==> src/hw/hsc_pkg.sv <==
// constants and types of the homing sequence controller
// assumes one 20 MHz clock with a synchronous reset and an apb register port
// Function
// RQ1: home switch wired only to home_sensor_input
// RQ2: limit switches act only when enabled
// RQ3: torque limited to homing torque while homing
// RQ4: host sets input levels and mask first
// RQ5: codes -4/-3 torque homing positive/negative
// RQ6: codes -2/-1 torque homing then index, servo
// RQ7: reject unsupported codes, accept listed only
// RQ8: codes 3-6 home switch then index side
// RQ9: codes 7/11 reverse on home, stop index
// RQ10: codes 8/12 first index after home switch
// RQ11: codes 9/13 reverse on limit, then index
// RQ12: codes 10/14 reverse limit, reverse home, index
// RQ13: codes 20/22 home switch only, no index
// RQ14: codes 24-30 stop at home switch; only 24/26/28/30 are decoded, 25/27/29 are rejected
// RQ15: codes 33/34 move and stop at index
// RQ16: code 35 present position, 37 loads offset
// RQ17: host uses offset opposite homing direction
// RQ18: host uses clock sync for cyclic position
// RQ19: cyclic position discouraged without clock sync
// RQ20: no mode change until homing finished
// RQ21: completion flag, reference only on success
package hsc_pkg;
    localparam logic [7:0] OFF_CTRL = 8'h00;
    localparam logic [7:0] OFF_METHOD = 8'h04;
    localparam logic [7:0] OFF_HTORQ = 8'h08;
    localparam logic [7:0] OFF_OFFSET = 8'h0C;
    localparam logic [7:0] OFF_PTORQ = 8'h10;
    localparam logic [7:0] OFF_MODE = 8'h14;
    localparam logic [7:0] OFF_STATUS = 8'h18;
    localparam logic [7:0] OFF_REFPOS = 8'h1C;
    localparam int CTRL_START = 0;
    localparam int CTRL_LIMEN = 1;
    localparam int CTRL_SERVO = 2;
    localparam int CTRL_CLR = 3;
    localparam int ST_BUSY = 0;
    localparam int ST_DONE = 1;
    localparam int ST_ERR = 2;
    localparam int ST_REF = 3;
    localparam int ST_REFUSED = 4;
    localparam logic [7:0] MODE_HOMING = 8'h06;
    localparam logic [7:0] MODE_RST = 8'h00;
    localparam logic [7:0] METHOD_RST = 8'h00;
    localparam logic [15:0] TORQ_RST = 16'h0000;
    localparam logic [31:0] OFFSET_RST = 32'h0000_0000;
    localparam logic [31:0] ZERO_POS = 32'h0000_0000;

    typedef enum logic [2:0]
    {
        K_TORQ = 3'h0,
        K_SWITCH = 3'h1,
        K_INDEX = 3'h2,
        K_HERE = 3'h3,
        K_OFFSET = 3'h4
    } hsc_kind_t;

    typedef struct packed
    {
        logic valid;
        hsc_kind_t kind;
        logic dir_pos;
        logic use_idx;
        logic flip_home;
        logic rev_lim;
        logic chk_home;
    } hsc_desc_t;

    typedef enum logic [2:0]
    {
        S_IDLE = 3'b000,
        S_SRCH = 3'b001,
        S_TORQ = 3'b011,
        S_INDX = 3'b010
    } hsc_state_t;
endpackage

==> src/hw/hsc_regs_if.sv <==
// carrier between the apb register file and the homing core
// assumes both ends run on the same clock
`timescale 1ns/1ps
interface hsc_regs_if;
    logic start_p;
    logic clr_p;
    logic mode_wr_p;
    logic [7:0] mode_wdata;
    logic [7:0] method;
    logic [15:0] htorq;
    logic [15:0] ptorq;
    logic [31:0] offset;
    logic lim_en;
    logic servo;
    logic [4:0] status;
    logic [7:0] mode_act;
    logic [31:0] ref_pos;
    modport regs
    (
        output start_p, clr_p, mode_wr_p, mode_wdata, method, htorq, ptorq,
        output offset, lim_en, servo,
        input status, mode_act, ref_pos
    );
    modport core
    (
        input start_p, clr_p, mode_wr_p, mode_wdata, method, htorq, ptorq,
        input offset, lim_en, servo,
        output status, mode_act, ref_pos
    );
endinterface

==> src/hw/hsc_apb_regs.sv <==
// apb slave holding the software view of the homing controller
// assumes an apb master on the same clock; pready answers in the first access cycle
`timescale 1ns/1ps
module hsc_apb_regs
(
    input wire logic clk,
    input wire logic srst,
    input wire logic psel,
    input wire logic penable,
    input wire logic pwrite,
    input wire logic [7:0] paddr,
    input wire logic [31:0] pwdata,
    output logic [31:0] prdata,
    output logic pready,
    output logic pslverr,
    hsc_regs_if.regs rif
);
    import hsc_pkg::*;
    logic [31:0] prdata_reg;
    logic start_reg, clr_reg, mwr_reg, lim_reg, servo_reg;
    logic [7:0] mdata_reg, method_reg;
    logic [15:0] htorq_reg, ptorq_reg;
    logic [31:0] offset_reg;
    logic wr_ok;

    function automatic logic mapped(input logic [7:0] a);
        mapped = (a[1:0] == 2'b00) && (a <= OFF_REFPOS);
    endfunction

    assign pready = 1'b1;
    assign pslverr = psel && penable && !mapped(paddr);
    assign prdata = prdata_reg;
    assign wr_ok = psel && penable && pwrite && mapped(paddr);

    // read data is fetched in the setup cycle so it stands in a flop during access
    always_ff @(posedge clk)
    begin
        if (srst)
            prdata_reg <= 32'h0000_0000;
        else if (psel && !penable)
        begin
            case (paddr)
                OFF_CTRL: prdata_reg <= {29'h0, servo_reg, lim_reg, 1'b0};
                OFF_METHOD: prdata_reg <= {24'h00_0000, method_reg};
                OFF_HTORQ: prdata_reg <= {16'h0000, htorq_reg};
                OFF_OFFSET: prdata_reg <= offset_reg;
                OFF_PTORQ: prdata_reg <= {16'h0000, ptorq_reg};
                OFF_MODE: prdata_reg <= {24'h00_0000, rif.mode_act};
                OFF_STATUS: prdata_reg <= {27'h0, rif.status};
                OFF_REFPOS: prdata_reg <= rif.ref_pos;
                default: prdata_reg <= 32'h0000_0000;
            endcase
        end
    end

    always_ff @(posedge clk)
    begin
        if (srst)
        begin
            start_reg <= 1'b0;
            clr_reg <= 1'b0;
            mwr_reg <= 1'b0;
            mdata_reg <= MODE_RST;
            lim_reg <= 1'b0;
            servo_reg <= 1'b0;
            method_reg <= METHOD_RST;
            htorq_reg <= TORQ_RST;
            ptorq_reg <= TORQ_RST;
            offset_reg <= OFFSET_RST;
        end
        else
        begin
            start_reg <= wr_ok && paddr == OFF_CTRL && pwdata[CTRL_START];
            clr_reg <= wr_ok && paddr == OFF_CTRL && pwdata[CTRL_CLR];
            mwr_reg <= wr_ok && paddr == OFF_MODE;
            if (wr_ok && paddr == OFF_MODE)
                mdata_reg <= pwdata[7:0];
            if (wr_ok && paddr == OFF_CTRL)
            begin
                lim_reg <= pwdata[CTRL_LIMEN]; // RQ2
                servo_reg <= pwdata[CTRL_SERVO];
            end
            if (wr_ok && paddr == OFF_METHOD)
                method_reg <= pwdata[7:0];
            if (wr_ok && paddr == OFF_HTORQ)
                htorq_reg <= pwdata[15:0];
            if (wr_ok && paddr == OFF_PTORQ)
                ptorq_reg <= pwdata[15:0];
            if (wr_ok && paddr == OFF_OFFSET)
                offset_reg <= pwdata;
        end
    end

    assign rif.start_p = start_reg;
    assign rif.clr_p = clr_reg;
    assign rif.mode_wr_p = mwr_reg;
    assign rif.mode_wdata = mdata_reg;
    assign rif.method = method_reg;
    assign rif.htorq = htorq_reg;
    assign rif.ptorq = ptorq_reg;
    assign rif.offset = offset_reg;
    assign rif.lim_en = lim_reg;
    assign rif.servo = servo_reg;
endmodule

==> src/hw/hsc_method_dec.sv <==
// homing method decoder: signed code and drive variant to a search descriptor
// assumes the code is stable while a run is started
`timescale 1ns/1ps
module hsc_method_dec
(
    input wire logic [7:0] method,
    input wire logic servo,
    output hsc_pkg::hsc_desc_t desc
);
    import hsc_pkg::*;

    function automatic hsc_desc_t mk(input hsc_kind_t k, input logic d, input logic i,
        input logic f, input logic l, input logic c);
        mk = '{valid: 1'b1, kind: k, dir_pos: d, use_idx: i, flip_home: f,
            rev_lim: l, chk_home: c};
    endfunction

    // servo-only codes fall through to invalid on the other variant
    function automatic hsc_desc_t dec(input logic [7:0] m, input logic sv);
        hsc_desc_t so;
        hsc_desc_t r;
        so = '0;
        r = '0;
        case (m)
            8'hFE: so = mk(K_TORQ, 1'b1, 1'b1, 1'b0, 1'b0, 1'b0); // RQ6
            8'hFF: so = mk(K_TORQ, 1'b0, 1'b1, 1'b0, 1'b0, 1'b0); // RQ6
            8'h03: so = mk(K_SWITCH, 1'b1, 1'b1, 1'b1, 1'b0, 1'b0); // RQ8
            8'h04: so = mk(K_SWITCH, 1'b1, 1'b1, 1'b0, 1'b0, 1'b0); // RQ8
            8'h05: so = mk(K_SWITCH, 1'b0, 1'b1, 1'b0, 1'b0, 1'b0); // RQ8
            8'h06: so = mk(K_SWITCH, 1'b0, 1'b1, 1'b1, 1'b0, 1'b0); // RQ8
            8'h07: so = mk(K_SWITCH, 1'b1, 1'b1, 1'b1, 1'b0, 1'b1); // RQ9
            8'h08: so = mk(K_SWITCH, 1'b1, 1'b1, 1'b0, 1'b0, 1'b1); // RQ10
            8'h09: so = mk(K_SWITCH, 1'b1, 1'b1, 1'b0, 1'b1, 1'b0); // RQ11
            8'h0A: so = mk(K_SWITCH, 1'b1, 1'b1, 1'b1, 1'b1, 1'b0); // RQ12
            8'h0B: so = mk(K_SWITCH, 1'b0, 1'b1, 1'b1, 1'b0, 1'b1); // RQ9
            8'h0C: so = mk(K_SWITCH, 1'b0, 1'b1, 1'b0, 1'b0, 1'b1); // RQ10
            8'h0D: so = mk(K_SWITCH, 1'b0, 1'b1, 1'b0, 1'b1, 1'b0); // RQ11
            8'h0E: so = mk(K_SWITCH, 1'b0, 1'b1, 1'b1, 1'b1, 1'b0); // RQ12
            8'h18: so = mk(K_SWITCH, 1'b1, 1'b0, 1'b0, 1'b0, 1'b1); // RQ14
            8'h1A: so = mk(K_SWITCH, 1'b1, 1'b0, 1'b0, 1'b1, 1'b0); // RQ14
            8'h1C: so = mk(K_SWITCH, 1'b0, 1'b0, 1'b0, 1'b0, 1'b1); // RQ14
            8'h1E: so = mk(K_SWITCH, 1'b0, 1'b0, 1'b0, 1'b1, 1'b0); // RQ14
            8'h21: so = mk(K_INDEX, 1'b0, 1'b1, 1'b0, 1'b0, 1'b0); // RQ15
            8'h22: so = mk(K_INDEX, 1'b1, 1'b1, 1'b0, 1'b0, 1'b0); // RQ15
            default: so = '0;
        endcase
        case (m)
            8'hFC: r = mk(K_TORQ, 1'b1, 1'b0, 1'b0, 1'b0, 1'b0); // RQ5
            8'hFD: r = mk(K_TORQ, 1'b0, 1'b0, 1'b0, 1'b0, 1'b0); // RQ5
            8'h14: r = mk(K_SWITCH, 1'b1, 1'b0, 1'b0, 1'b0, 1'b0); // RQ13
            8'h16: r = mk(K_SWITCH, 1'b0, 1'b0, 1'b0, 1'b0, 1'b0); // RQ13
            8'h23: r = mk(K_HERE, 1'b0, 1'b0, 1'b0, 1'b0, 1'b0); // RQ16
            8'h25: r = mk(K_OFFSET, 1'b0, 1'b0, 1'b0, 1'b0, 1'b0); // RQ16
            default: r = sv ? so : '0; // RQ7
        endcase
        dec = r;
    endfunction

    assign desc = dec(method, servo);
endmodule

==> src/hw/hsc_top.sv <==
// homing sequence controller: apb registers, method decode and search sequencer
// assumes home switch, limits, index and stall arrive asynchronously from pins;
// actual position comes from logic on the same clock
`timescale 1ns/1ps
module hsc_top
(
    input wire logic REF_CLK,
    input wire logic SRST,
    input wire logic PSEL,
    input wire logic PENABLE,
    input wire logic PWRITE,
    input wire logic [7:0] PADDR,
    input wire logic [31:0] PWDATA,
    output logic [31:0] PRDATA,
    output logic PREADY,
    output logic PSLVERR,
    input wire logic HOME_SENSOR_INPUT,
    input wire logic LIMIT_POS,
    input wire logic LIMIT_NEG,
    input wire logic INDEX_PULSE,
    input wire logic TORQUE_STALL,
    input wire logic [31:0] POS_ACTUAL,
    output logic MOVE_EN,
    output logic MOVE_DIR_POS,
    output logic [15:0] TORQUE_LIMIT,
    output logic POS_LOAD,
    output logic [31:0] POS_LOAD_VAL,
    output logic [7:0] MODE_ACTIVE
);
    import hsc_pkg::*;
    hsc_regs_if rif();
    hsc_desc_t desc;
    hsc_desc_t run_reg;
    hsc_state_t state_reg;
    logic [3:0] sy1_reg, sy2_reg;
    logic home_d_reg, idx_d_reg;
    logic home_s, lpos_s, lneg_s, idx_s, stall_s;
    logic home_hit, idx_hit, lim_hit;
    logic busy, start_ok, finish_ok, finish_bad;
    logic dir_reg, en_reg, revd_reg;
    logic done_reg, err_reg, ref_reg, refused_reg;
    logic load_reg;
    logic [31:0] load_val_reg, ref_pos_reg;
    logic [7:0] mode_reg;
    logic [15:0] torq_reg;

    hsc_apb_regs u_regs
    (
        .clk(REF_CLK),
        .srst(SRST),
        .psel(PSEL),
        .penable(PENABLE),
        .pwrite(PWRITE),
        .paddr(PADDR),
        .pwdata(PWDATA),
        .prdata(PRDATA),
        .pready(PREADY),
        .pslverr(PSLVERR),
        .rif(rif.regs)
    );

    hsc_method_dec u_dec
    (
        .method(rif.method),
        .servo(rif.servo),
        .desc(desc)
    );

    // two-stage synchronisers; only the second stage feeds logic
    always_ff @(posedge REF_CLK)
    begin
        if (SRST)
        begin
            sy1_reg <= 4'h0;
            sy2_reg <= 4'h0;
            home_d_reg <= 1'b0;
            idx_d_reg <= 1'b0;
        end
        else
        begin
            sy1_reg <= {HOME_SENSOR_INPUT, LIMIT_POS, LIMIT_NEG, INDEX_PULSE}; // RQ1
            sy2_reg <= sy1_reg;
            home_d_reg <= sy2_reg[3];
            idx_d_reg <= sy2_reg[0];
        end
    end

    // stall is a level from the current loop, one more sync pair
    logic [1:0] st_sy_reg;
    always_ff @(posedge REF_CLK)
    begin
        if (SRST)
            st_sy_reg <= 2'b00;
        else
            st_sy_reg <= {st_sy_reg[0], TORQUE_STALL};
    end

    assign home_s = sy2_reg[3];
    assign lpos_s = sy2_reg[2];
    assign lneg_s = sy2_reg[1];
    assign idx_s = sy2_reg[0];
    assign stall_s = st_sy_reg[1];
    assign home_hit = home_s && !home_d_reg;
    assign idx_hit = idx_s && !idx_d_reg;
    // limits are ignored entirely unless software enabled them
    assign lim_hit = rif.lim_en && (dir_reg ? lpos_s : lneg_s); // RQ2

    assign busy = state_reg != S_IDLE;
    assign start_ok = rif.start_p && !busy && mode_reg == MODE_HOMING;

    // run finishes well on the stopping event of its pattern
    always_comb
    begin
        finish_ok = 1'b0;
        finish_bad = 1'b0;
        case (state_reg)
            S_IDLE:
            begin
                finish_bad = start_ok && !desc.valid; // RQ7
                finish_ok = start_ok && desc.valid
                    && (desc.kind == K_HERE || desc.kind == K_OFFSET
                    || (desc.chk_home && home_s && !desc.use_idx)); // RQ16 RQ14
            end
            S_SRCH:
            begin
                finish_ok = home_hit && !run_reg.use_idx; // RQ13 RQ14
                finish_bad = !home_hit && lim_hit && (!run_reg.rev_lim || revd_reg);
            end
            S_TORQ: finish_ok = stall_s && !run_reg.use_idx; // RQ5
            S_INDX:
            begin
                finish_ok = idx_hit; // RQ15
                finish_bad = lim_hit && !idx_hit;
            end
            default:
            begin
                finish_ok = 1'b0;
                finish_bad = 1'b0;
            end
        endcase
    end

    always_ff @(posedge REF_CLK)
    begin
        if (SRST)
        begin
            state_reg <= S_IDLE;
            run_reg <= '0;
            dir_reg <= 1'b1;
            revd_reg <= 1'b0;
        end
        else
        begin
            case (state_reg)
                S_IDLE:
                begin
                    if (start_ok && desc.valid)
                    begin
                        run_reg <= desc;
                        dir_reg <= desc.dir_pos;
                        revd_reg <= 1'b0;
                        if (desc.kind == K_TORQ)
                            state_reg <= S_TORQ;
                        else if (desc.kind == K_INDEX)
                            state_reg <= S_INDX;
                        else if (desc.kind == K_SWITCH)
                        begin
                            // already on the switch: treat as found at once
                            if (desc.chk_home && home_s) // RQ9 RQ10 RQ14
                            begin
                                state_reg <= desc.use_idx ? S_INDX : S_IDLE;
                                dir_reg <= desc.dir_pos ^ desc.flip_home;
                            end
                            else
                                state_reg <= S_SRCH;
                        end
                    end
                end
                S_SRCH:
                begin
                    if (home_hit)
                    begin
                        state_reg <= run_reg.use_idx ? S_INDX : S_IDLE; // RQ8 RQ11
                        dir_reg <= dir_reg ^ run_reg.flip_home; // RQ9 RQ12
                    end
                    else if (finish_bad)
                        state_reg <= S_IDLE;
                    else if (lim_hit && run_reg.rev_lim)
                    begin
                        dir_reg <= !dir_reg; // RQ11 RQ12
                        revd_reg <= 1'b1;
                    end
                end
                S_TORQ:
                begin
                    if (stall_s)
                        state_reg <= run_reg.use_idx ? S_INDX : S_IDLE; // RQ6
                end
                S_INDX:
                begin
                    if (idx_hit || lim_hit)
                        state_reg <= S_IDLE;
                end
                default: state_reg <= S_IDLE;
            endcase
        end
    end

    // motion request follows the state; stopped the edge the run ends
    always_ff @(posedge REF_CLK)
    begin
        if (SRST)
            en_reg <= 1'b0;
        else if (finish_ok || finish_bad)
            en_reg <= 1'b0;
        else
            en_reg <= busy || (start_ok && desc.valid
                && desc.kind != K_HERE && desc.kind != K_OFFSET);
    end

    always_ff @(posedge REF_CLK)
    begin
        if (SRST)
            torq_reg <= TORQ_RST;
        else
            torq_reg <= (mode_reg == MODE_HOMING) ? rif.htorq : rif.ptorq; // RQ3
    end

    // sticky flags: a set in the same cycle as a clear wins
    always_ff @(posedge REF_CLK)
    begin
        if (SRST)
        begin
            done_reg <= 1'b0;
            err_reg <= 1'b0;
            ref_reg <= 1'b0;
            refused_reg <= 1'b0;
        end
        else
        begin
            if (finish_ok || finish_bad)
                done_reg <= 1'b1; // RQ21
            else if (rif.clr_p || start_ok)
                done_reg <= 1'b0;
            if (finish_bad || (rif.start_p && !start_ok))
                err_reg <= 1'b1; // RQ7
            else if (rif.clr_p || start_ok)
                err_reg <= 1'b0;
            if (finish_ok)
                ref_reg <= 1'b1; // RQ21
            else if (start_ok)
                ref_reg <= 1'b0;
            if (rif.mode_wr_p && busy)
                refused_reg <= 1'b1; // RQ20
            else if (rif.clr_p)
                refused_reg <= 1'b0;
        end
    end

    always_ff @(posedge REF_CLK)
    begin
        if (SRST)
            mode_reg <= MODE_RST;
        else if (rif.mode_wr_p && !busy)
            mode_reg <= rif.mode_wdata; // RQ20
    end

    // home reference: offset for every pattern but 35, present position kept for 35
    always_ff @(posedge REF_CLK)
    begin
        if (SRST)
        begin
            load_reg <= 1'b0;
            load_val_reg <= ZERO_POS;
            ref_pos_reg <= ZERO_POS;
        end
        else
        begin
            load_reg <= finish_ok;
            if (finish_ok)
            begin
                if (state_reg == S_IDLE && desc.kind == K_HERE)
                begin
                    load_val_reg <= POS_ACTUAL; // RQ16
                    ref_pos_reg <= POS_ACTUAL;
                end
                else
                begin
                    load_val_reg <= rif.offset; // RQ16
                    ref_pos_reg <= rif.offset;
                end
            end
        end
    end

    assign rif.status = {refused_reg, ref_reg, err_reg, done_reg, busy};
    assign rif.mode_act = mode_reg;
    assign rif.ref_pos = ref_pos_reg;
    assign MOVE_EN = en_reg;
    assign MOVE_DIR_POS = dir_reg;
    assign TORQUE_LIMIT = torq_reg;
    assign POS_LOAD = load_reg;
    assign POS_LOAD_VAL = load_val_reg;
    assign MODE_ACTIVE = mode_reg;

    chk_torque_limit: assert property (@(posedge REF_CLK) disable iff (SRST) // RQ3
        busy |=> TORQUE_LIMIT == $past(rif.htorq))
        else $error("homing torque not applied");
    chk_reject_code: assert property (@(posedge REF_CLK) disable iff (SRST) // RQ7
        start_ok && !desc.valid |=> err_reg && done_reg && !MOVE_EN && !busy)
        else $error("unsupported method was not rejected");
    chk_mode_hold: assert property (@(posedge REF_CLK) disable iff (SRST) // RQ20
        rif.mode_wr_p && busy |=> MODE_ACTIVE == $past(MODE_ACTIVE) && refused_reg)
        else $error("mode changed during homing");
    chk_ref_success: assert property (@(posedge REF_CLK) disable iff (SRST) // RQ21
        $rose(ref_reg) |-> done_reg && !err_reg && POS_LOAD)
        else $error("reference set without a good finish");
    chk_torq_dir: assert property (@(posedge REF_CLK) disable iff (SRST) // RQ5
        state_reg == S_TORQ |-> MOVE_DIR_POS == run_reg.dir_pos
        && TORQUE_LIMIT == $past(rif.htorq))
        else $error("torque homing direction wrong");
    chk_torq_index: assert property (@(posedge REF_CLK) disable iff (SRST) // RQ6
        state_reg == S_TORQ && stall_s && run_reg.use_idx |=> state_reg == S_INDX && MOVE_EN)
        else $error("torque homing did not go on to index");
    chk_index_stop: assert property (@(posedge REF_CLK) disable iff (SRST) // RQ15
        state_reg == S_INDX && idx_hit |=> !MOVE_EN && !busy && ref_reg ##1 !POS_LOAD)
        else $error("index did not end the run");
    chk_limit_gate: assert property (@(posedge REF_CLK) disable iff (SRST) // RQ2
        state_reg == S_SRCH && !rif.lim_en && !home_hit |=> $stable(MOVE_DIR_POS))
        else $error("disabled limit switch reversed motion");
    chk_switch_stop: assert property (@(posedge REF_CLK) disable iff (SRST) // RQ13
        state_reg == S_SRCH && home_hit && !run_reg.use_idx |=> !busy && ref_reg && POS_LOAD)
        else $error("home switch did not end the run");
    chk_offset_load: assert property (@(posedge REF_CLK) disable iff (SRST) // RQ16
        start_ok && desc.kind == K_OFFSET && desc.valid
        |=> POS_LOAD && POS_LOAD_VAL == $past(rif.offset) && !MOVE_EN)
        else $error("offset method did not load the offset");
endmodule

==> config.mk <==
export PLATFORM = sky130hd
export DESIGN_NAME = hsc_top
export DESIGN_NICKNAME = d
export VERILOG_FILES = /design/src/hw/hsc_pkg.sv /design/src/hw/hsc_regs_if.sv /design/src/hw/hsc_apb_regs.sv /design/src/hw/hsc_method_dec.sv /design/src/hw/hsc_top.sv
export SDC_FILE = /design/constraint.sdc
export NUM_CORES = 1
export LEC_CHECK = 0
export BUFFER_PORTS_ARGS = -buffer_cell sky130_fd_sc_hd__buf_2
export CAP_MARGIN = 10
export CORE_MARGIN = 2
export CORE_UTILIZATION = 57
export CTS_BUF_LIST = sky130_fd_sc_hd__clkbuf_16
export CTS_CLUSTER_DIAMETER = 60
export DETAILED_ROUTE_END_ITERATION = 8
export PLACE_DENSITY_LB_ADDON = 0.12
export SYNTH_ARGS = -nofsm -noshare
export SYNTH_HDL_FRONTEND = slang
export SYNTH_SLANG_ARGS = --single-unit
==> constraint.sdc <==
create_clock -name REF_CLK -period 4.74 [get_ports REF_CLK]
set_input_delay 0.711 -clock REF_CLK [delete_from_list [all_inputs] [get_ports REF_CLK]]
set_output_delay 0.711 -clock REF_CLK [all_outputs]
set_load 0.05 [all_outputs]
# Word-level counts from Yosys, hierarchy flattened
# Index checks and enable logic that the tools add are counted.
# Widths: inputs -> output; s select.
[totals]
regBits = 199
input_bits = 82
output_inout_bits = 93
elab_cells = 201
[classes]
n_lt_le_gt_ge = 1
eq_ne = 53
mux = 42
n_bitwise = 2
n_reduce_logical = 72
[ops]
columns = ["operator", "count"]
rows = [
  ["$pmux 32 s8", 1],
  ["$pmux 9 s20", 1],
  ["$eq 8x5->1 const B", 10],
  ["$eq 8x4->1 const B", 9],
  ["$pmux 9 s6", 1],
  ["$eq 8x3->1 const B", 6],
  ["$logic_and 1x1->1", 36],
  ["$eq 8x6->1 const B", 4],
  ["$eq 8x8->1 const B", 4],
  ["$mux 32", 1],
  ["$mux 3", 8],
  ["$mux 1", 20],
  ["$mux 16", 1],
  ["$logic_not 1->1", 13],
  ["$eq 3x2->1 const B", 4],
  ["$ne 2x2->1 const B", 6],
  ["$ne 3x3->1 const B", 4],
  ["$pmux 3 s4", 1],
  ["$reduce_and 5->1", 2],
  ["$reduce_bool 2->1", 5],
  ["$mux 9", 1],
  ["$eq 8x2->1 const B", 1],
  ["$le 8x5->1 const B", 1],
  ["$logic_not 8->1", 1],
  ["other kinds (16)", 29],
]

# Depth between registers and ports, before layout
# Gate-level depths: netlist of run 1.
[logic_depth]
word_depth = 11
mapped_depth = 10
depth_no_buf = 6

# Modules after synthesis
# Synthesis of run 1 repeated with hierarchy kept, for this count alone.
[unflattened]
hier_cells = 1012
area_unflattened_um2 = 8911.0
[modules_own_cells]
columns = ["module", "n_inst", "cells_each", "area_each_um2", "seq_area_each_um2"]
rows = [
  ["hsc_apb_regs", 1, 582, 5043.6, 2342.2],
  ["hsc_top", 1, 373, 3468.3, 1621.6],
  ["hsc_method_dec", 1, 57, 399.1, 0.0],
]

# Worst setup path after synthesis of run 1
# OpenSTA, ideal clock, no wires.
[synth_timing]
path_kind = "input to register"
from = "input port PADDR[1]"
to = "register u_regs.lim_reg, in the netlist u_regs.rif.lim_en"
setup_time_ns = 0.128
arrival_ns = 2.455
t_required_ns = 4.612
path_slack_ns = 2.158
cell_stages = 9
path_cell_list = "or4_1 clkbuf_1 nor2_1 and4_1 buf_2 buf_2 nand4_1 mux2i_1 nor2_1"
[synth_between]
elab_chain_len = 4
elab_cells_between_ends = 6
[synth_rtl]
columns = ["item", "line_no", "source"]
rows = [
  ["from (decl)", "hsc_top.sv:12", "input wire logic [7:0] PADDR,"],
  ["$le 8x5->1 or $logic_not 2->1 (tied branches)", "hsc_apb_regs.sv:27", "mapped = (a[1:0] == 2'b00) && (a <= OFF_REFPOS);"],
  ["$logic_and 1x1->1", "hsc_apb_regs.sv:27", ""],
  ["$logic_and 1x1->1", "hsc_apb_regs.sv:33", "assign wr_ok = psel && penable && pwrite && mapped(paddr);"],
  ["$logic_and 1x1->1 (*)", "hsc_apb_regs.sv:78", "if (wr_ok && paddr == OFF_CTRL)"],
  ["to (signal assigned)", "hsc_apb_regs.sv:80", "lim_reg <= pwdata[CTRL_LIMEN];"],
  ["to (decl)", "hsc_apb_regs.sv:20", "logic start_reg, clr_reg, mwr_reg, lim_reg, servo_reg;"],
]
# Mark *: on every way between the ends. The rest lies on a longest branch, timed or not.
# A chain may end at the register's enable or synchronous reset.

# Worst setup path in the final report of run 1
[layout_timing]
from = "register u_regs.method_reg[1], in the netlist u_regs.rif.method[1]"
to = "register ref_pos_reg[24]"
[layout_between]
elab_chain_len = 9
elab_cells_between_ends = 41
[layout_rtl]
columns = ["item", "line_no", "source"]
rows = [
  ["from (decl)", "hsc_apb_regs.sv:21", "logic [7:0] mdata_reg, method_reg;"],
  ["from (signal assigned)", "hsc_apb_regs.sv:84", "method_reg <= pwdata[7:0];"],
  ["$eq 8x6->1, or another cell as far along", "hsc_method_dec.sv:24", "case (m)"],
  ["$pmux 9 s20", "hsc_method_dec.sv:24", ""],
  ["$mux 9", "hsc_method_dec.sv:54", "default: r = sv ? so : '0;"],
  ["$pmux 9 s6 (*)", "hsc_method_dec.sv:47", "case (m)"],
  ["$eq 3x2->1, or another cell as far along", "hsc_top.sv:121, hsc_top.sv:282", ""],
  ["$logic_or 1x1->1 or $logic_and 1x1->1 (tied branches)", "hsc_top.sv:121, hsc_top.sv:122", ""],
  ["$logic_or 1x1->1", "hsc_top.sv:122", "|| (desc.chk_home && home_s && !desc.use_idx));"],
  ["$logic_and 1x1->1", "hsc_top.sv:121", "&& (desc.kind == K_HERE || desc.kind == K_OFFSET"],
  ["$pmux 1 s4", "hsc_top.sv:116", "case (state_reg)"],
  ["to (signal assigned)", "hsc_top.sv:290", "ref_pos_reg <= rif.offset;"],
  ["to (decl)", "hsc_top.sv:43", "logic [31:0] load_val_reg, ref_pos_reg;"],
]
# Marks and branches as above.

==> summary.md, run 1 <==
| Metric | Value |
|---|---|
| CTS tree | built |
| Vias per cell | 6.19 |
| Setup Viol. Count Final | 0 |
| CTS H-Tree Depth | 4 |
| Outcome | completed |
| Share of the synthesized area in the top cell type | 0.453 |
| FF-to-FF setup slack | 1.39 ns |
| Vias in the first global route | 7,701 |
| Hold Path Sink | sy2_reg[0] |
| Clock share of power | 0.444 |
| CP top delay family | compound AO/OA/AOI/OAI gates |
| PD cells | 324 nW/um^2 |
| Critical path cell sequence | a211oi_1 -> a2111oi_1 -> a311oi_2 -> a21oi_4 -> buf_4 -> a2111oi_0 -> a211oi_1 |
| Area after DPL | 9570 sq um |
| CP Capture Type | flip-flop |
| Total grt overflow | 0 |
| Switching power | 0.753 mW |
| Routed Antenna Nets | 0 |
| Worst Hold Class | reg -> reg |
| Cts hold-fix bufs | 0 |
| Most common cell type on the critical path | a211oi_1 |
| Mapped Area | 8750 sq um |
| Highest clock rate | 299 MHz |
| Unrepaired setup endpoints after global routing | false |
| Worst R2R End | ref_pos_reg[24] |
| Synth cell types | 68 |
| Int Power | 2.54 mW |
| Final nets | 1,219 |
| Clk slew on worst S/H paths | 0.07 ns |
| Design area | 10,200 sq um |
| Largest net degree at the start of global routing | 125 |
| Initial Utilization | 0.580 |
| WHS Path Cells | 1 |
| LEAKAGE | 4.07 nW |
| Core area | 15,100 sq um |
| First-pass iteration count of the detailed router | 6 |
| EDFF count, synth | 0 |
| Layout cells sized above 1 | 0.202 |
| Initial antenna violation count | 4 |
| Largest stage delay, worst path | 0.77 ns |
| Final core occ | 0.674 |
| IR drop worst, VDD | 0.000270 V |
| Final Max Slew Viols | 0 |
| Root Driver | clkbuf_16 |
| HP Start | sy1_reg[0] |
| Yosys warns | 0 |
| Vias post-DR | 8,293 |
| Starting DRT DRC Count | 802 |
| Die Span Y | 128 um |
| Worst flop-to-flop path startpoint | u_regs.rif.method[1] |
| Yosys top cell by area | dfxtp_1 |
| Switching share of power | 0.228 |
| Setup Fix Bufs, Post-CTS | 0 |
| Critical path startpoint category | flip-flop |
| Sink Count | 198 |
| HPWL after DPL | 16,900 um |
| Crit path required time | 5.08 ns |
| First-pass GRT wire length | 41,000 um |
| Setup_tns | 0 ns |
| Top_reg_cell synth | dfxtp_1 |
| Placement Rows | 45 |
| Slew @ Worst Pin | 1.04 ns |
| Die width | 128 um |
| IO Pins | 175 |
| Crit Path Class | reg -> reg |
| Post-synth ARST share | 0 |
| Post-synthesis sequential area ratio | 0.453 |
| Combinational share of power | 0.047 |
| Crit path DAT | 3.69 ns |
| Reg power frac | 0.509 |
| Gpl congestion | 0.947 |
| Routed WL per cell | 19.7 um |
| Tot GR Track Use | 0.319 |
| Number of buffers created by CTS | 17 |
| CP max-delay cell | dfxtp_1 |
| Area Growth Syn to Fin | 16.2% |
| Mapped Cells | 1,025 |
| Mapped Avg Cell Area | 8.54 sq um |
| Skew-Pair Late Insertion Delay | 0.44 ns |
| Synth Net Count | 1,107 |
| R2R depth | 7 |
| Number of synthesized register bits | 198 |
| DIE AREA | 16,400 sq um |
| CTS max path bufs | 2 |
| DRC errors left | 0 |
| Worst Path Buf+Inv | 1 |
| Final hold vios | 0 |
| IO buf count | 173 |
| Post_cts resized | 0 |
| Crit path max fanout | 22 |
| Final period util | 0.706 |
| Final Critical Period | 3.35 ns |
| WL final | 26,400 um |
| Worst slew margin | 0.305 |
| # Max-Cap Violations | 0 |
| Clock skew | 0.00815 ns |
| Synth top area cells | dfxtp_1 45%, nand2_1 7.5%, mux2i_1 7.2% |
[per-layer routing]
layer  vias up  global-route usage  share of wire
li1       3907                   -              -
met1      3908               0.416           0.41
met2       415               0.533           0.49
met3        61              0.0584          0.080
met4         2               0.111          0.027
met5         -                   0        0.00049
[placed cells by master, fill, tap and decap left out, drive strengths merged, types with 4 or more instances in the layout]
master     n
a221oi     4
nand4      7
mux2i     63
a311oi    11
and3       6
clkbuf    17
nand2b     9
a211oi    37
nor4       5
and2       6
nand3b     5
a22oi     44
nand3     14
nor3      10
o21ai     13
inv       10
a31oi      5
buf      188
nor2b     24
nor3b     10
dfxtp    198
a21oi    114
a2111oi   33
nand2    174
nor2      88
[how the worst max path moves through the flow]
| stage | slack (ns) | start | depth (start not counted) | end |
|---|---|---|---|---|
| final | 1.39 | u_regs.rif.method[1] | 7 | ref_pos_reg[24] |
| after global routing | 1.17 | u_regs.rif.method[1] | 7 | ref_pos_reg[27] |
| after CTS | 1.42 | u_regs.rif.method[1] | 7 | ref_pos_reg[28] |
| after detailed placement | 1.27 | PADDR[1] | 8 | u_regs.rif.offset[2] |
| after global placement | 1.42 | PADDR[1] | 8 | u_regs.rif.offset[27] |
| after floorplan | 2.16 | PADDR[1] | 9 | u_regs.rif.lim_en |
[cell families after synthesis]
group | Yosys count | share of synthesized area
AND/OR/NAND/NOR | 371 | 0.195
flip-flops | 198 | 0.453
AO/OA/AOI/OAI | 286 | 0.223
XOR/XNOR | 4 | 0.00401
buffers and inverters | 100 | 0.0495
other | 1 | 0.000429
multiplexers | 65 | 0.0747
[area by class of cell]
type | instances | area, sq um
Clock inverter | 14 | 160
Antenna cell | 3 | 7.51
Tap cell | 188 | 235
Fill cell | 1290 | 4920
Inverter | 5 | 18.8
Sequential cell | 198 | 3960
Multi-Input combinational cell | 727 | 4370
Timing Repair Buffer | 188 | 985
Clock buffer | 17 | 425
[per-stage QoR]
step           hold slack [ns]  setup WS [ns]  cells  total power [mW]
3_5_place_dp             0.428           1.27   1306              1.87
5_1_grt                  0.462           1.17   1340              3.38
4_1_cts                  0.444           1.42   1337              3.31
3_3_place_gp             0.427           1.42   1306              1.87
6_report                 0.438           1.39   1340              3.30
2_1_floorplan            0.414           2.16   1025              1.80
[worst register-to-register path, stage by stage, from the launching register on]
cell       delay [ns]
dfxtp_1          0.77
a211oi_1         0.21
a2111oi_1        0.60
a311oi_2         0.26
a21oi_4          0.60
buf_4            0.38
a2111oi_0        0.17
a211oi_1         0.27
[synth_stat cells, types with 7 or more instances]
cell type and number:
nor2_1 88, nor3b_1 10, a22oi_1 44, dfxtp_1 198, mux2i_1 63, a211oi_1 36, buf_2 14, nor3_1 8
nor2b_1 24, clkbuf_1 71, nand3_1 14, nand2_1 174, o21ai_0 12, a2111oi_0 31, a311oi_1 10, nand4_1 7
nand2b_1 9, a21oi_1 113
[power groups by stage]
stage / Combinational (mW) / Sequential [mW] / Clock, mW
2_1_floorplan: 0.0604 / 1.74 / 0
3_3_place_gp: 0.153 / 1.72 / 0
3_5_place_dp: 0.153 / 1.72 / 0
4_1_cts: 0.154 / 1.68 / 1.47
5_1_grt: 0.165 / 1.68 / 1.54
6_report: 0.156 / 1.68 / 1.46
Note: power is estimated with default switching activity, not from simulation.
==> run 2, diff against run 1 <==
CORE_UTILIZATION = 55   (was 57)
clock period = 3.5 ns   (was 4.74 ns; I/O delays follow)
==> summary.md, run 2 (same netlist as run 1, synthesis figures left out) <==
| Metric | Value |
|---|---|
| Outcome | completed |
| Core area | 15,700 sq um (+4.1%) |
| IR drop worst, VDD | 0.000344 V (+28%) |
| Area Growth Syn to Fin | 17.3% |
| Number of buffers created by CTS | 17 (unchanged) |
| First-pass GRT wire length | 41,300 um (+0.72%) |
| Worst slew margin | 0.407 (+0.101) |
| First-pass iteration count of the detailed router | 5 (-1) |
| Hold Path Sink | sy1_reg[2] |
| Final Max Slew Viols | 0 (unchanged) |
| Layout cells sized above 1 | 0.210 (+0.00825) |
| Root Driver | clkbuf_16 |
| N_diodes | 0 (-3) |
| FF-to-FF setup slack | 0.65 ns (-0.74 ns) |
| Crit path required time | 3.77 ns (-1.31 ns) |
| PD cells | 428 nW/um^2 (+32%) |
| Post_cts resized | 0 (unchanged) |
| Vias in the first global route | 7,644 (-0.74%) |
| Most frequent cells in the layout | 198 x dfxtp_1, 174 x nand2_1, 172 x buf_2 |
| Commonest non-fill, non-tap cell in the layout | dfxtp_1 |
| Worst Hold Class | in -> reg |
| HPWL after DPL | 17,700 um (+4.8%) |
| Pre-CTS setup slack | 0.605 ns (-0.669 ns) |
| Clock skew | 0.00987 ns (+0.00173 ns) |
| Initial Utilization | 0.557 (-0.0230) |
| Finished Layout Cells | 1,377 (+2.8%) |
| Gpl congestion | 0.910 (-3.9%) |
| Largest net degree at the start of global routing | 115 (-8.0%) |
| DIE AREA | 16,900 sq um (+3.5%) |
| Initial antenna violation count | 0 (-4) |
| Die width | 130 um (+1.7%) |
| Skew-Pair Late Insertion Delay | 0.43 ns (about the same) |
| WHS Path Cells | 2 (+1) |
| Final nets | 1,230 (+0.90%) |
| CTS max path bufs | 2 (unchanged) |
| Worst R2R End | ref_pos_reg[26] |
| Vias post-DR | 8,305 (+0.14%) |
| CTS H-Tree Depth | 4 (unchanged) |
| LEAKAGE | 4.12 nW (+1.4%) |
| WL final | 26,600 um (+0.61%) |
| Fillers | 1,406 (+9.0%) |
| Total grt overflow | 0 (unchanged) |
| Worst Path Buf+Inv | 0 (-1) |
| Routed WL per cell | 19.3 um (-2.1%) |
| Vias per cell | 6.03 (-2.5%) |
| R2R depth | 6 (-1) |
| Final core occ | 0.653 (-0.0204) |
| Unrepaired setup endpoints after global routing | false |
| Final Critical Period | 2.85 ns (-0.500 ns) |
| Critical path cell sequence | or2_2 -> nor3_4 -> a211o_2 -> o21ai_2 -> a211o_4 -> a211oi_1 |
| Sink Count | 198 (unchanged) |
| Largest stage delay, worst path | 0.67 ns (-0.10 ns) |
| Final period util | 0.813 (+0.107) |
| Clk slew on worst S/H paths | 0.07 ns (about the same) |
| Cts hold-fix bufs | 0 (unchanged) |
| Critical path startpoint category | flip-flop |
| Worst flop-to-flop path startpoint | u_regs.rif.method[3] |
| CP top delay family | compound AO/OA/AOI/OAI gates |
| Starting DRT DRC Count | 770 (-4.0%) |
| Setup Fix Bufs, Post-CTS | 0 (unchanged) |
| Routed Antenna Nets | 0 (unchanged) |
| HP Start | LIMIT_POS |
| Setup Viol. Count Final | 0 (unchanged) |
| # Max-Cap Violations | 0 (unchanged) |
| IO Pins | 175 (unchanged) |
| Placement Rows | 46 (+2.2%) |
| Crit Path Class | reg -> reg |
| Highest clock rate | 351 MHz (+18%) |
| Crit path max fanout | 33 (+50%) |
| Tot GR Track Use | 0.315 (-0.00349) |
| Final hold vios | 0 (unchanged) |
| IO buf count | 173 (unchanged) |
| CTS tree | built |
| Die Span Y | 130 um (+1.7%) |
| Placed Cells | 1,345 (+3.0%) |
| CP max-delay cell | o21ai_2 |
| Setup WS post-layout | 0.654 ns (-0.740 ns) |
| Slew @ Worst Pin | 0.890 ns (-0.152 ns) |
| Setup_tns | 0 ns (unchanged) |
| CP Capture Type | flip-flop |
| DRC errors left | 0 (unchanged) |
| Crit path DAT | 3.12 ns (-0.57 ns) |
[run 2: how the worst max path moves through the flow]
stage / slack (ns) / from / cells after the start / to
final: 0.65 / u_regs.rif.method[3] / 6 / ref_pos_reg[26]
after detailed placement: 0.61 / PADDR[1] / 7 / u_regs.rif.mode_wdata[5]
after global routing: 0.45 / u_regs.rif.method[3] / 7 / done_reg
after global placement: 0.67 / PADDR[1] / 7 / u_regs.rif.mode_wdata[4]
after CTS: 0.70 / u_regs.rif.method[3] / 7 / ref_reg
after floorplan: 1.05 / MODE_ACTIVE[3] / 9 / ref_pos_reg[9]
[run 2: report_power, final]
group	internal [mW]	switching, mW
sequential	2.27	0.00863
combinational	0.0652	0.146
clock	1.04	0.862
[run 2: cell type report]
class | instances | area (sq um) | area share
clock buffers | 17 | 425 | 0.0414
inverters | 5 | 18.8 | 0.00183
multi-input cells | 727 | 4370 | 0.426
repair buffers | 199 | 1080 | 0.105
well taps | 216 | 270 | 0.0263
flip-flops and latches | 198 | 3960 | 0.386
clock inverters | 15 | 139 | 0.0135
[run 2: metrics by stage]
step / hold WS (ns) / power [mW] / cell area [sq um]
floorplan: 0.414 / 2.44 / 8750
global route: 0.312 / 4.52 / 10300
global placement: 0.424 / 2.53 / 9700
detailed placement: 0.423 / 2.53 / 9700
finish: 0.305 / 4.39 / 10300
CTS: 0.296 / 4.40 / 10300
[run 2: routing by layer]
| layer | track usage | vias up | part of all wire |
|---|---|---|---|
| li1 | - | 3932 | - |
| met1 | 0.422 | 3947 | 0.42 |
| met2 | 0.501 | 365 | 0.48 |
| met3 | 0.0529 | 61 | 0.071 |
| met4 | 0.144 | 0 | 0.034 |
| met5 | 0 | - | 0 |
